[config.mk]
export PLATFORM = sky130hd
export DESIGN_NAME = shs_standby_ctrl
export DESIGN_NICKNAME = d
export VERILOG_FILES = /design/src/rtl/shs_standby_ctrl.v
export VERILOG_INCLUDE_DIRS = /design/src /design/src/rtl
export SDC_FILE = /design/constraint.sdc
export NUM_CORES = 1
export LEC_CHECK = 0
export ABC_AREA = 1
export BUFFER_PORTS_ARGS = -buffer_cell sky130_fd_sc_hd__buf_4
export CORE_ASPECT_RATIO = 1.4
export CORE_MARGIN = 5
export CORE_UTILIZATION = 51
export DETAILED_ROUTE_END_ITERATION = 10
export MAX_ROUTING_LAYER = met4
export PLACE_DENSITY = 0.91
export SETUP_SLACK_MARGIN = 0.05
export SLEW_MARGIN = 20
export SYNTH_ARGS = -nofsm -noshare
export SYNTH_HDL_FRONTEND = slang
export SYNTH_SLANG_ARGS = --single-unit
[constraint.sdc]
create_clock -name clock -period 2.1 [get_ports clock]
set_input_delay 0.315 -clock clock [delete_from_list [all_inputs] [get_ports clock]]
set_output_delay 0.315 -clock clock [all_outputs]
set_load 0.01 [all_outputs]
[src/rtl/shs_defs.vh]
// Constants for the standby halt/stop controller
`ifndef SHS_DEFS_VH
`define SHS_DEFS_VH
// Settle select codes
`define SHS_SETTLE_12      3'h0
`define SHS_SETTLE_15      3'h2
`define SHS_SETTLE_17      3'h4
`define SHS_SETTLE_RESET   3'h4
// Settle counts in main clock cycles
`define SHS_CNT_12         18'h0_1000
`define SHS_CNT_15         18'h0_8000
`define SHS_CNT_17         18'h2_0000
// Register map
`define SHS_ADDR_SETTLE    4'h0
`define SHS_ADDR_PERIPH    4'h1
`define SHS_ADDR_STATUS    4'h2
// Peripheral configuration field positions
`define SHS_CFG_SUBCLK     0
`define SHS_CFG_MAINSTOP   1
`define SHS_CFG_T16_24B    2
`define SHS_CFG_T8A_SUB    3
`define SHS_CFG_T8A_CASC   4
`define SHS_CFG_T8B_EXT    5
`define SHS_CFG_T8C_EXT    6
`define SHS_CFG_WT_SUB     7
`define SHS_CFG_DISP_SUB   8
`define SHS_CFG_RC_SUB     9
`define SHS_CFG_SER0_EXT   10
`define SHS_CFG_SER1_EXT   11
`define SHS_CFG_RESET      12'h000
// Resume wait after halt release without vectoring
`define SHS_RESUME_WAIT    2'h1
// Controller states
`define SHS_ST_RUN         3'h0
`define SHS_ST_HALT        3'h1
`define SHS_ST_STOP        3'h2
`define SHS_ST_SETTLE      3'h3
`define SHS_ST_RESUME      3'h4
`endif

[src/rtl/shs_standby_ctrl.v]
// Standby controller: light sleep, deep sleep, wakeup and settling wait
// Functional notes
// - Halt instruction puts the device into light sleep.
// - Light sleep keeps both oscillators running, gates the CPU clock.
// - Light sleep stops CPU, x4 multiplier, ADC control and multiplier.
// - Light sleep holds port output latches at their prior values.
// - Light sleep on subclock, main stopped: 16-bit timer only in 24-bit mode.
// - In deep sleep, external interrupts act only if maskable and unmasked.
// - Unmasked request ends light sleep; vector if accept enable, else next.
// - Halt exit without vectoring resumes after one to two CPU clocks.
// - Non-maskable request ends light sleep and always vectors.
// - Reset during light sleep restarts from the reset vector.
// - Stop instruction puts the device into deep sleep.
// - Pending unmasked request at halt entry releases sleep at once.
// - Stop with pending request goes light sleep, settles, then resumes.
// - Deep sleep stops main oscillator, CPU, x4 and holds port latches.
// - Deep sleep stops watchdog, keeps key-return detection operable.
// - Deep sleep on main clock stops 16-bit timer, ADC and multiplier.
// - Deep sleep: first 8-bit timer only on subclock or cascade clock.
// - Deep sleep: other 8-bit timers count only on external clock.
// - Deep sleep: watch timer, display, remote receiver only on subclock.
// - Sleep on subclock: serial interfaces only on external clock.
// - Settle select: 000 2^12, 010 2^15, 100 2^17; reset value 04H.
// - Deep sleep exit vectors or continues only after settling elapses.
//
// The register offsets and the address-and-strobe port were decided locally.
`timescale 1ns/10ps
`include "shs_defs.vh"

module shs_standby_ctrl #(
  parameter CNT_W = 18
) (
  // Clock and reset
  input  wire        clock,
  input  wire        reset_n,
  // CPU instruction events
  input  wire        halt_exec,
  input  wire        stop_exec,
  // Interrupt flags
  input  wire [15:0] irq_request_flag,
  input  wire [15:0] irq_mask_flag,
  input  wire        irq_accept_enable,
  input  wire        nmi_req,
  // Port latch input from CPU
  input  wire [7:0]  port_latch_in,
  // Register port
  input  wire [3:0]  reg_addr,
  input  wire [15:0] reg_wdata,
  input  wire        reg_wr,
  input  wire        reg_rd,
  output reg  [15:0] reg_rdata,
  // Clock generator controls
  output reg         cpu_clk_en,
  output reg         main_osc_en,
  output reg         sub_osc_en,
  output reg         x4_mult_en,
  // Wakeup to CPU
  output reg         wake_vector,
  output reg         wake_next,
  // Peripheral run enables
  output reg         adc_run,
  output reg         mult_run,
  output reg         t16_run,
  output reg         t8a_run,
  output reg         t8b_run,
  output reg         t8c_run,
  output reg         wdt_run,
  output reg         keyret_run,
  output reg         wt_run,
  output reg         disp_run,
  output reg         rc_run,
  output reg         ser0_run,
  output reg         ser1_run,
  // Held port latch
  output reg  [7:0]  port_latch_out
);

  // Settle count for a select code
  function [CNT_W-1:0] settle_cnt;
    input [2:0] sel;
    begin
      case (sel)
        `SHS_SETTLE_12: settle_cnt = `SHS_CNT_12;
        `SHS_SETTLE_15: settle_cnt = `SHS_CNT_15;
        default:        settle_cnt = `SHS_CNT_17;
      endcase
    end
  endfunction

  // Settle select codes that software may load
  function settle_code_ok;
    input [2:0] code;
    begin
      settle_code_ok = (code == `SHS_SETTLE_12) ||
                       (code == `SHS_SETTLE_15) ||
                       (code == `SHS_SETTLE_17);
    end
  endfunction

  // Unit gate: runs unless limited, or when allowed anyway
  function gate_on;
    input limited;
    input allow;
    begin
      gate_on = ~limited | allow;
    end
  endfunction

  // Controller state codes
  localparam [2:0] ST_RUN    = `SHS_ST_RUN;
  localparam [2:0] ST_HALT   = `SHS_ST_HALT;
  localparam [2:0] ST_STOP   = `SHS_ST_STOP;
  localparam [2:0] ST_SETTLE = `SHS_ST_SETTLE;
  localparam [2:0] ST_RESUME = `SHS_ST_RESUME;
  // One count step, sized to the settle counter
  localparam [CNT_W-1:0] CNT_ONE = {{(CNT_W-1){1'b0}}, 1'b1};

  // State, counters and pending wake kind
  reg [2:0]       state_q, state_d;
  reg [2:0]       settle_sel_q;
  reg [11:0]      cfg_q;
  reg [CNT_W-1:0] cnt_q, cnt_d;
  reg [1:0]       wait_q, wait_d;
  reg             pend_vec_q, pend_vec_d;
  reg             wake_vec_d, wake_next_d;

  // Unmasked maskable request present
  wire unmasked  = |(irq_request_flag & ~irq_mask_flag);
  // Next-state decodes shared by the enable processes
  wire run_next  = (state_d == ST_RUN);
  wire stop_next = (state_d == ST_STOP);
  // CPU clocking arrangement from the configuration
  wire subclk    = cfg_q[`SHS_CFG_SUBCLK];
  wire mainstop  = cfg_q[`SHS_CFG_MAINSTOP];
  // Subsystem clock only, main oscillator stopped
  wire sub_only  = subclk & mainstop;

  // Register writes; prohibited select codes are ignored
  always @(posedge clock or negedge reset_n) begin
    if (!reset_n) begin
      settle_sel_q <= `SHS_SETTLE_RESET;
      cfg_q        <= `SHS_CFG_RESET;
    end else if (reg_wr) begin
      if (reg_addr == `SHS_ADDR_SETTLE &&
          settle_code_ok(reg_wdata[2:0]))
        settle_sel_q <= reg_wdata[2:0];
      if (reg_addr == `SHS_ADDR_PERIPH)
        cfg_q <= reg_wdata[11:0];
    end
  end

  // Register reads, data one cycle later
  always @(posedge clock or negedge reset_n) begin
    if (!reset_n) begin
      reg_rdata <= 16'h0000;
    end else if (reg_rd) begin
      case (reg_addr)
        `SHS_ADDR_SETTLE: reg_rdata <= {13'h0000, settle_sel_q};
        `SHS_ADDR_PERIPH: reg_rdata <= {4'h0, cfg_q};
        `SHS_ADDR_STATUS: reg_rdata <= {13'h0000, state_q};
        default:          reg_rdata <= 16'h0000;
      endcase
    end else begin
      reg_rdata <= 16'h0000;
    end
  end

  // Sleep state machine
  always @* begin
    state_d     = state_q;
    cnt_d       = cnt_q;
    wait_d      = wait_q;
    pend_vec_d  = pend_vec_q;
    wake_vec_d  = 1'b0;
    wake_next_d = 1'b0;
    case (state_q)
      ST_RUN: begin
        // Stop wins when both instructions are flagged together
        if (stop_exec) begin
          if (unmasked) begin
            // Pending request turns stop into halt plus settle
            state_d    = ST_SETTLE;
            cnt_d      = settle_cnt(settle_sel_q);
            pend_vec_d = irq_accept_enable;
          end else begin
            state_d = ST_STOP;
          end
        end else if (halt_exec) begin
          if (unmasked || nmi_req) begin
            // Released as soon as set; CPU keeps its clock
            wake_vec_d  = irq_accept_enable | nmi_req;
            wake_next_d = ~(irq_accept_enable | nmi_req);
          end else begin
            state_d = ST_HALT;
          end
        end
      end
      ST_HALT: begin
        // Non-maskable request first, then unmasked maskable ones
        if (nmi_req) begin
          state_d    = ST_RUN;
          wake_vec_d = 1'b1;
        end else if (unmasked) begin
          if (irq_accept_enable) begin
            state_d    = ST_RUN;
            wake_vec_d = 1'b1;
          end else begin
            // Continue at next instruction after a short wait
            state_d = ST_RESUME;
            wait_d  = `SHS_RESUME_WAIT;
          end
        end
        // Masked requests leave the device asleep
      end
      ST_STOP: begin
        // Only an unmasked maskable request ends deep sleep
        if (unmasked) begin
          state_d    = ST_SETTLE;
          cnt_d      = settle_cnt(settle_sel_q);
          pend_vec_d = irq_accept_enable;
        end
      end
      ST_SETTLE: begin
        // Count main clock cycles with CPU clock gated
        if (cnt_q <= CNT_ONE) begin
          state_d     = ST_RUN;
          wake_vec_d  = pend_vec_q;
          wake_next_d = ~pend_vec_q;
        end else begin
          cnt_d = cnt_q - CNT_ONE;
        end
      end
      ST_RESUME: begin
        // Short resume wait, then continue without vectoring
        if (wait_q == 2'h0) begin
          state_d     = ST_RUN;
          wake_next_d = 1'b1;
        end else begin
          wait_d = wait_q - 2'h1;
        end
      end
      default: begin
        // Unused codes fall back to running
        state_d = ST_RUN;
      end
    endcase
  end

  // State registers; reset restarts like ordinary reset
  always @(posedge clock or negedge reset_n) begin
    if (!reset_n) begin
      state_q     <= ST_RUN;
      cnt_q       <= {CNT_W{1'b0}};
      wait_q      <= 2'h0;
      pend_vec_q  <= 1'b0;
      wake_vector <= 1'b0;
      wake_next   <= 1'b0;
    end else begin
      state_q     <= state_d;
      cnt_q       <= cnt_d;
      wait_q      <= wait_d;
      pend_vec_q  <= pend_vec_d;
      wake_vector <= wake_vec_d;
      wake_next   <= wake_next_d;
    end
  end

  // Oscillator and CPU clock enables from next state
  always @(posedge clock or negedge reset_n) begin
    if (!reset_n) begin
      cpu_clk_en  <= 1'b1;
      main_osc_en <= 1'b1;
      sub_osc_en  <= 1'b1;
      x4_mult_en  <= 1'b1;
    end else begin
      // CPU clock gated in every sleep and wait state
      cpu_clk_en  <= run_next;
      // Main oscillator stops only in deep sleep
      main_osc_en <= ~stop_next;
      // Subsystem oscillator is never stopped here
      sub_osc_en  <= 1'b1;
      x4_mult_en  <= run_next;
    end
  end

  // ADC and multiplier run only while the CPU does; watchdog per state, key-return always on
  always @(posedge clock or negedge reset_n) begin
    if (!reset_n) begin
      adc_run    <= 1'b1;
      mult_run   <= 1'b1;
      wdt_run    <= 1'b1;
      keyret_run <= 1'b1;
    end else begin
      adc_run    <= run_next;
      mult_run   <= run_next;
      // Watchdog stops in deep sleep and on the subclock in halt
      if (stop_next)
        wdt_run  <= 1'b0;
      else if (run_next || state_d == ST_RESUME)
        wdt_run  <= 1'b1;
      else
        wdt_run  <= ~subclk;
      // Key-return detection stays live to wake the device
      keyret_run <= 1'b1;
    end
  end

  // Timers, display, receiver and serial units per mode
  always @(posedge clock or negedge reset_n) begin
    if (!reset_n) begin
      t16_run  <= 1'b1;
      t8a_run  <= 1'b1;
      t8b_run  <= 1'b1;
      t8c_run  <= 1'b1;
      wt_run   <= 1'b1;
      disp_run <= 1'b1;
      rc_run   <= 1'b1;
      ser0_run <= 1'b1;
      ser1_run <= 1'b1;
    end else begin
      case (state_d)
        ST_RUN, ST_RESUME: begin
          // Everything runs while the CPU runs and during the resume wait
          t16_run  <= 1'b1;
          t8a_run  <= 1'b1;
          t8b_run  <= 1'b1;
          t8c_run  <= 1'b1;
          wt_run   <= 1'b1;
          disp_run <= 1'b1;
          rc_run   <= 1'b1;
          ser0_run <= 1'b1;
          ser1_run <= 1'b1;
        end
        ST_STOP: begin
          t16_run  <= 1'b0;
          // First timer on subclock or cascade input
          t8a_run  <= cfg_q[`SHS_CFG_T8A_SUB] |
                      cfg_q[`SHS_CFG_T8A_CASC];
          // Other timers on external clock only
          t8b_run  <= cfg_q[`SHS_CFG_T8B_EXT];
          t8c_run  <= cfg_q[`SHS_CFG_T8C_EXT];
          // Subclock-fed units keep going
          wt_run   <= cfg_q[`SHS_CFG_WT_SUB];
          disp_run <= cfg_q[`SHS_CFG_DISP_SUB];
          rc_run   <= cfg_q[`SHS_CFG_RC_SUB];
          // Serial units need an external clock
          ser0_run <= cfg_q[`SHS_CFG_SER0_EXT];
          ser1_run <= cfg_q[`SHS_CFG_SER1_EXT];
        end
        default: begin
          // Light sleep and settling wait
          t16_run  <= gate_on(sub_only, cfg_q[`SHS_CFG_T16_24B]);
          t8a_run  <= 1'b1;
          t8b_run  <= 1'b1;
          // Third timer needs its external clock on subclock only
          t8c_run  <= gate_on(sub_only, cfg_q[`SHS_CFG_T8C_EXT]);
          wt_run   <= 1'b1;
          disp_run <= 1'b1;
          rc_run   <= 1'b1;
          ser0_run <= gate_on(subclk, cfg_q[`SHS_CFG_SER0_EXT]);
          ser1_run <= gate_on(subclk, cfg_q[`SHS_CFG_SER1_EXT]);
        end
      endcase
    end
  end

  // Port latch tracks the CPU only while it keeps running
  always @(posedge clock or negedge reset_n) begin
    if (!reset_n) begin
      port_latch_out <= 8'h00;
    end else if (state_q == ST_RUN && run_next) begin
      port_latch_out <= port_latch_in;
    end else begin
      // Hold the value from before sleep
      port_latch_out <= port_latch_out;
    end
  end

endmodule

==> reports/results.tsv <==
stage	metric	value	unit
layout	Non-Filler Instances	640	
drt	antenna viol nets, final	0	
pwr	cell internal pwr	3.49	mW
drt	# DRC	0	
clock_tree	Root Driver	clkbuf_8	
global_route	grt total ovfl	0	
pwr	combinational share of power	46.0	%
logic_synthesis	Synth Area in Simple Gates	26.0	%
logic_synthesis	Synth Register Bits	73	
layout	fin nets	611	
layout	Finished Cell Area	4650	um^2
drt	Vias	3118	
logic_synthesis	synth warn	0	
logic_synthesis	number of synthesized flops with an enable pin	0	
setup_path	cell chain of the critical path	inv_1 -> ha_4 -> inv_1 -> nand2_1 -> nand3_1 -> nor2_2 -> nand2_1 -> nand2_2 -> nand2_4 -> nand2_8 -> nand3_4 -> nor2_8 -> nand2_4 -> nand2_1 -> nand2_1	
clock_tree	H-tree depth	3	
die	Die X	80.5	um
setup_path	r2r worst-path depth	15	
setup_path	worst-path fanout max	8	
job	Max-Cap Viols	0	
timing	# setup viols final	0	
timing	Final Cycle Share	92.4	%
place	port bufs	100	
timing	Tmin final	1.94	ns
die	standard-cell row count	36	
global_route	global-route wire length before repair	13.5	mm
logic_synthesis	biggest area consumer among synthesized cells	dfrtp_1	
drt	WL per Instance	13.1	um
drt	Iter 0 DRT Violations	181	
min_path	worst min-delay path category	in2reg	
run_status	status	finished clean	
timing	RSZ-0062 raised after global routing	false	
clock_tree	CTS Buf Count	9	
setup_path	Slowest cell on crit path	dfrtp_1	
logic_synthesis	Mapped Area	3550	um^2
setup_path	crit end category	flip-flop	
logic_synthesis	mux share of post-synthesis cell area	0	%
clock_tree	Clk Latency, worst-skew pair	0.35	ns
drt	DRT Pass-1 Iters	6	
logic_synthesis	Synth area leaders	dfrtp_1 42%, nand2_1 11%, dfstp_2 9.6%	
drt	DR vias/cell	4.87	
timing	Worst Skew	0.00973	ns
logic_synthesis	Synth Area in Compound Gates	7.83	%
logic_synthesis	Yosys cell types	34	
timing	final hold viol count	0	
logic_synthesis	Post-Synth XOR/XNOR Area	2.96	%
logic_synthesis	cell count after synthesis	428	
global_route	largest net degree at the start of global routing	39	
logic_synthesis	Async SR Flop Fraction	100	%
global_route	vias in the first global route	2991	
pwr	clock power share	18.4	%
clock_tree	Max clock buf depth	2	
place	GPL Wtd Cong	0.858	
die	core area	6890	um^2
pwr	Flop pwr share	35.6	%
logic_synthesis	Primary FF master, synth	dfrtp_1	
layout	Area growth, synth to finish	31.2	%
pwr	worst vdd ir	0.729	mV
global_route	antenna violations before repair	0	
die	I/O pin total	111	
logic_synthesis	adder-cell area share of the yosys netlist	1.06	%
setup_path	Crit path top cell by count	nand2_1	
setup_path	WS Path Type	reg2reg	
timing	FMAX	515	MHz
place	DP Cell Count	621	
layout	Ant. Diodes	0	
logic_synthesis	top cell type's share of synthesized area	42.3	%
setup_path	CP Launch Type	flip-flop	
place	hpwl dp	6.10	mm
logic_synthesis	Commonest cells post-synth	101 x nand2_1, 65 x inv_1, 60 x dfrtp_1, 53 x nor2_1, 24 x nand3_1	
pwr	Pwr Total	5.96	mW
timing	fin. max-slew vios	0	
setup_path	WP data required	2.34	ns
logic_synthesis	main combinational cell family by area after synthesis	simple AND/OR/NAND/NOR gates	
clock_tree	Clock Sinks	73	
die	Die Ht	109	um
place	Post-DP Area	4410	um^2
die	effective utilization at floorplan	51.5	%
drt	WL final	8.40	mm
logic_synthesis	Avg Cell Area, Syn	8.28	um^2
logic_synthesis	Seq/Total Area, Yosys	52.0	%
pwr	Power Density	1280	nW/um^2
setup_path	Worst path max stage delay	0.40	ns
timing	TNS Setup	0	ns
pwr	Sw Pwr	2.47	mW
layout	share of cells above drive strength 1	29.5	%
pwr	sw frac	41.5	%
pwr	LEAKAGE	2.48	nW
setup_path	worst endpoint data arrival time	2.18	ns
logic_synthesis	most common cell in the netlist	nand2_1	
layout	post-layout util	67.5	%
die	DIE AREA	8740	um^2
clock_tree	clk slew on worst S/H paths	0.07	ns
min_path	WHS Path Cells	3	
clock_tree	CTS tree	done	
global_route	GRT Util Overall	20.5	%
[layout make-up]
type	instances	area, um^2
Tap cell	95	119
Clock buffer	9	124
Multi-Input combinational cell	277	1390
Inverter	69	259
Timing Repair Buffer	110	841
Sequential cell	73	1840
Clock inverter	7	77.6
Fill cell	525	2240
[power groups by stage]
stage          registers (mW)  clock network (mW)  logic [mW]
6_report                 2.12                1.10        2.74
5_1_grt                  2.17                1.18        3.07
4_1_cts                  2.12                1.11        2.73
3_5_place_dp             2.14                   0        2.61
3_3_place_gp             2.13                   0        2.52
2_1_floorplan            2.18                   0        1.76
[through the flow]
| step | setup WS [ns] | hold slack, ns |
|---|---|---|
| global placement | 0.206 | 0.287 |
| global route | 0.0463 | 0.195 |
| floorplan | 0.294 | 0.0194 |
| detailed placement | 0.0649 | 0.298 |
| CTS | 0.0888 | 0.189 |
| finish | 0.160 | 0.193 |
[flip-flops by register name, indices dropped and copies added (netlist names), 2 cells and up]
| register | flops |
|---|---|
| cfg_q | 12 |
| cnt_q | 18 |
| port_latch_out | 8 |
| reg_rdata | 12 |
| settle_sel_q | 3 |
| state_q | 3 |
| wait_q | 2 |
[worst paths after layout]
check | from | end | slack, ns
max in group asynchronous | reset_n | settle_sel_q[2] | 1.01
setup / recovery | cnt_q[0] | port_latch_out[3] | 0.16
hold reg to reg | cfg_q[7] | wt_run | 0.47
min in group asynchronous | reset_n | reg_rdata[8] | 0.47
setup reg to reg | cnt_q[0] | port_latch_out[3] | 0.16
hold / removal | port_latch_in[1] | port_latch_out[1] | 0.19
[placed cells by master, fill, tap and decap left out, drive strengths merged, types with 2 or more instances in the layout]
cell,Yosys,layout
a21oi,13,13
buf,11,109
clkbuf,3,9
clkinvlp,0,4
conb,2,6
dfrtp,60,60
dfstp,13,13
ha,3,3
inv,68,70
nand2,108,108
nand3,25,25
nand4,3,3
nor2,59,60
nor3,10,10
o211ai,2,2
o21ai,22,22
o31ai,9,9
xnor2,4,4
xor2,8,8
[critical path: cells and delay by family (launching register included)]
kind | cells | cell delay, ns
simple gates | 12 | 1.10
fa+ha+maj | 1 | 0.17
buf+inv | 2 | 0.16
flops | 1 | 0.40
[kinds of logic (layout without fill, tap and decap cells)]
family,after synthesis,after routing
AO/OA/AOI/OAI,49,49
XOR/XNOR,12,12
adder cells (fa/ha/maj),3,3
buffers and inverters,83,195
flip-flops,73,73
other,2,6
AND/OR/NAND/NOR,206,207
[what timing repair did]
| item | 4_1_cts | 5_1_grt |
|---|---|---|
| buffers inserted | 1 | 0 |
| gates cloned | 1 | 0 |
| endpoints found under the setup margin | 1 | 10 |
| pin swaps | 2 | 1 |
| hold endpoints to repair | 25 | 0 |
| hold buffers | 1 | 0 |
| resized for setup | 1 | 4 |
[layer usage]
layer / vias to the layer above / GRT usage, % / part of all wire, %
li1: 1542 / - / -
met5: - / - / 0
met2: 101 / 36.7 / 55
met3: 13 / 4.30 / 5.7
met4: 0 / 6.64 / 1.7
met1: 1462 / 22.6 / 38
No activity file was read; power rests on OpenSTA's default activity.
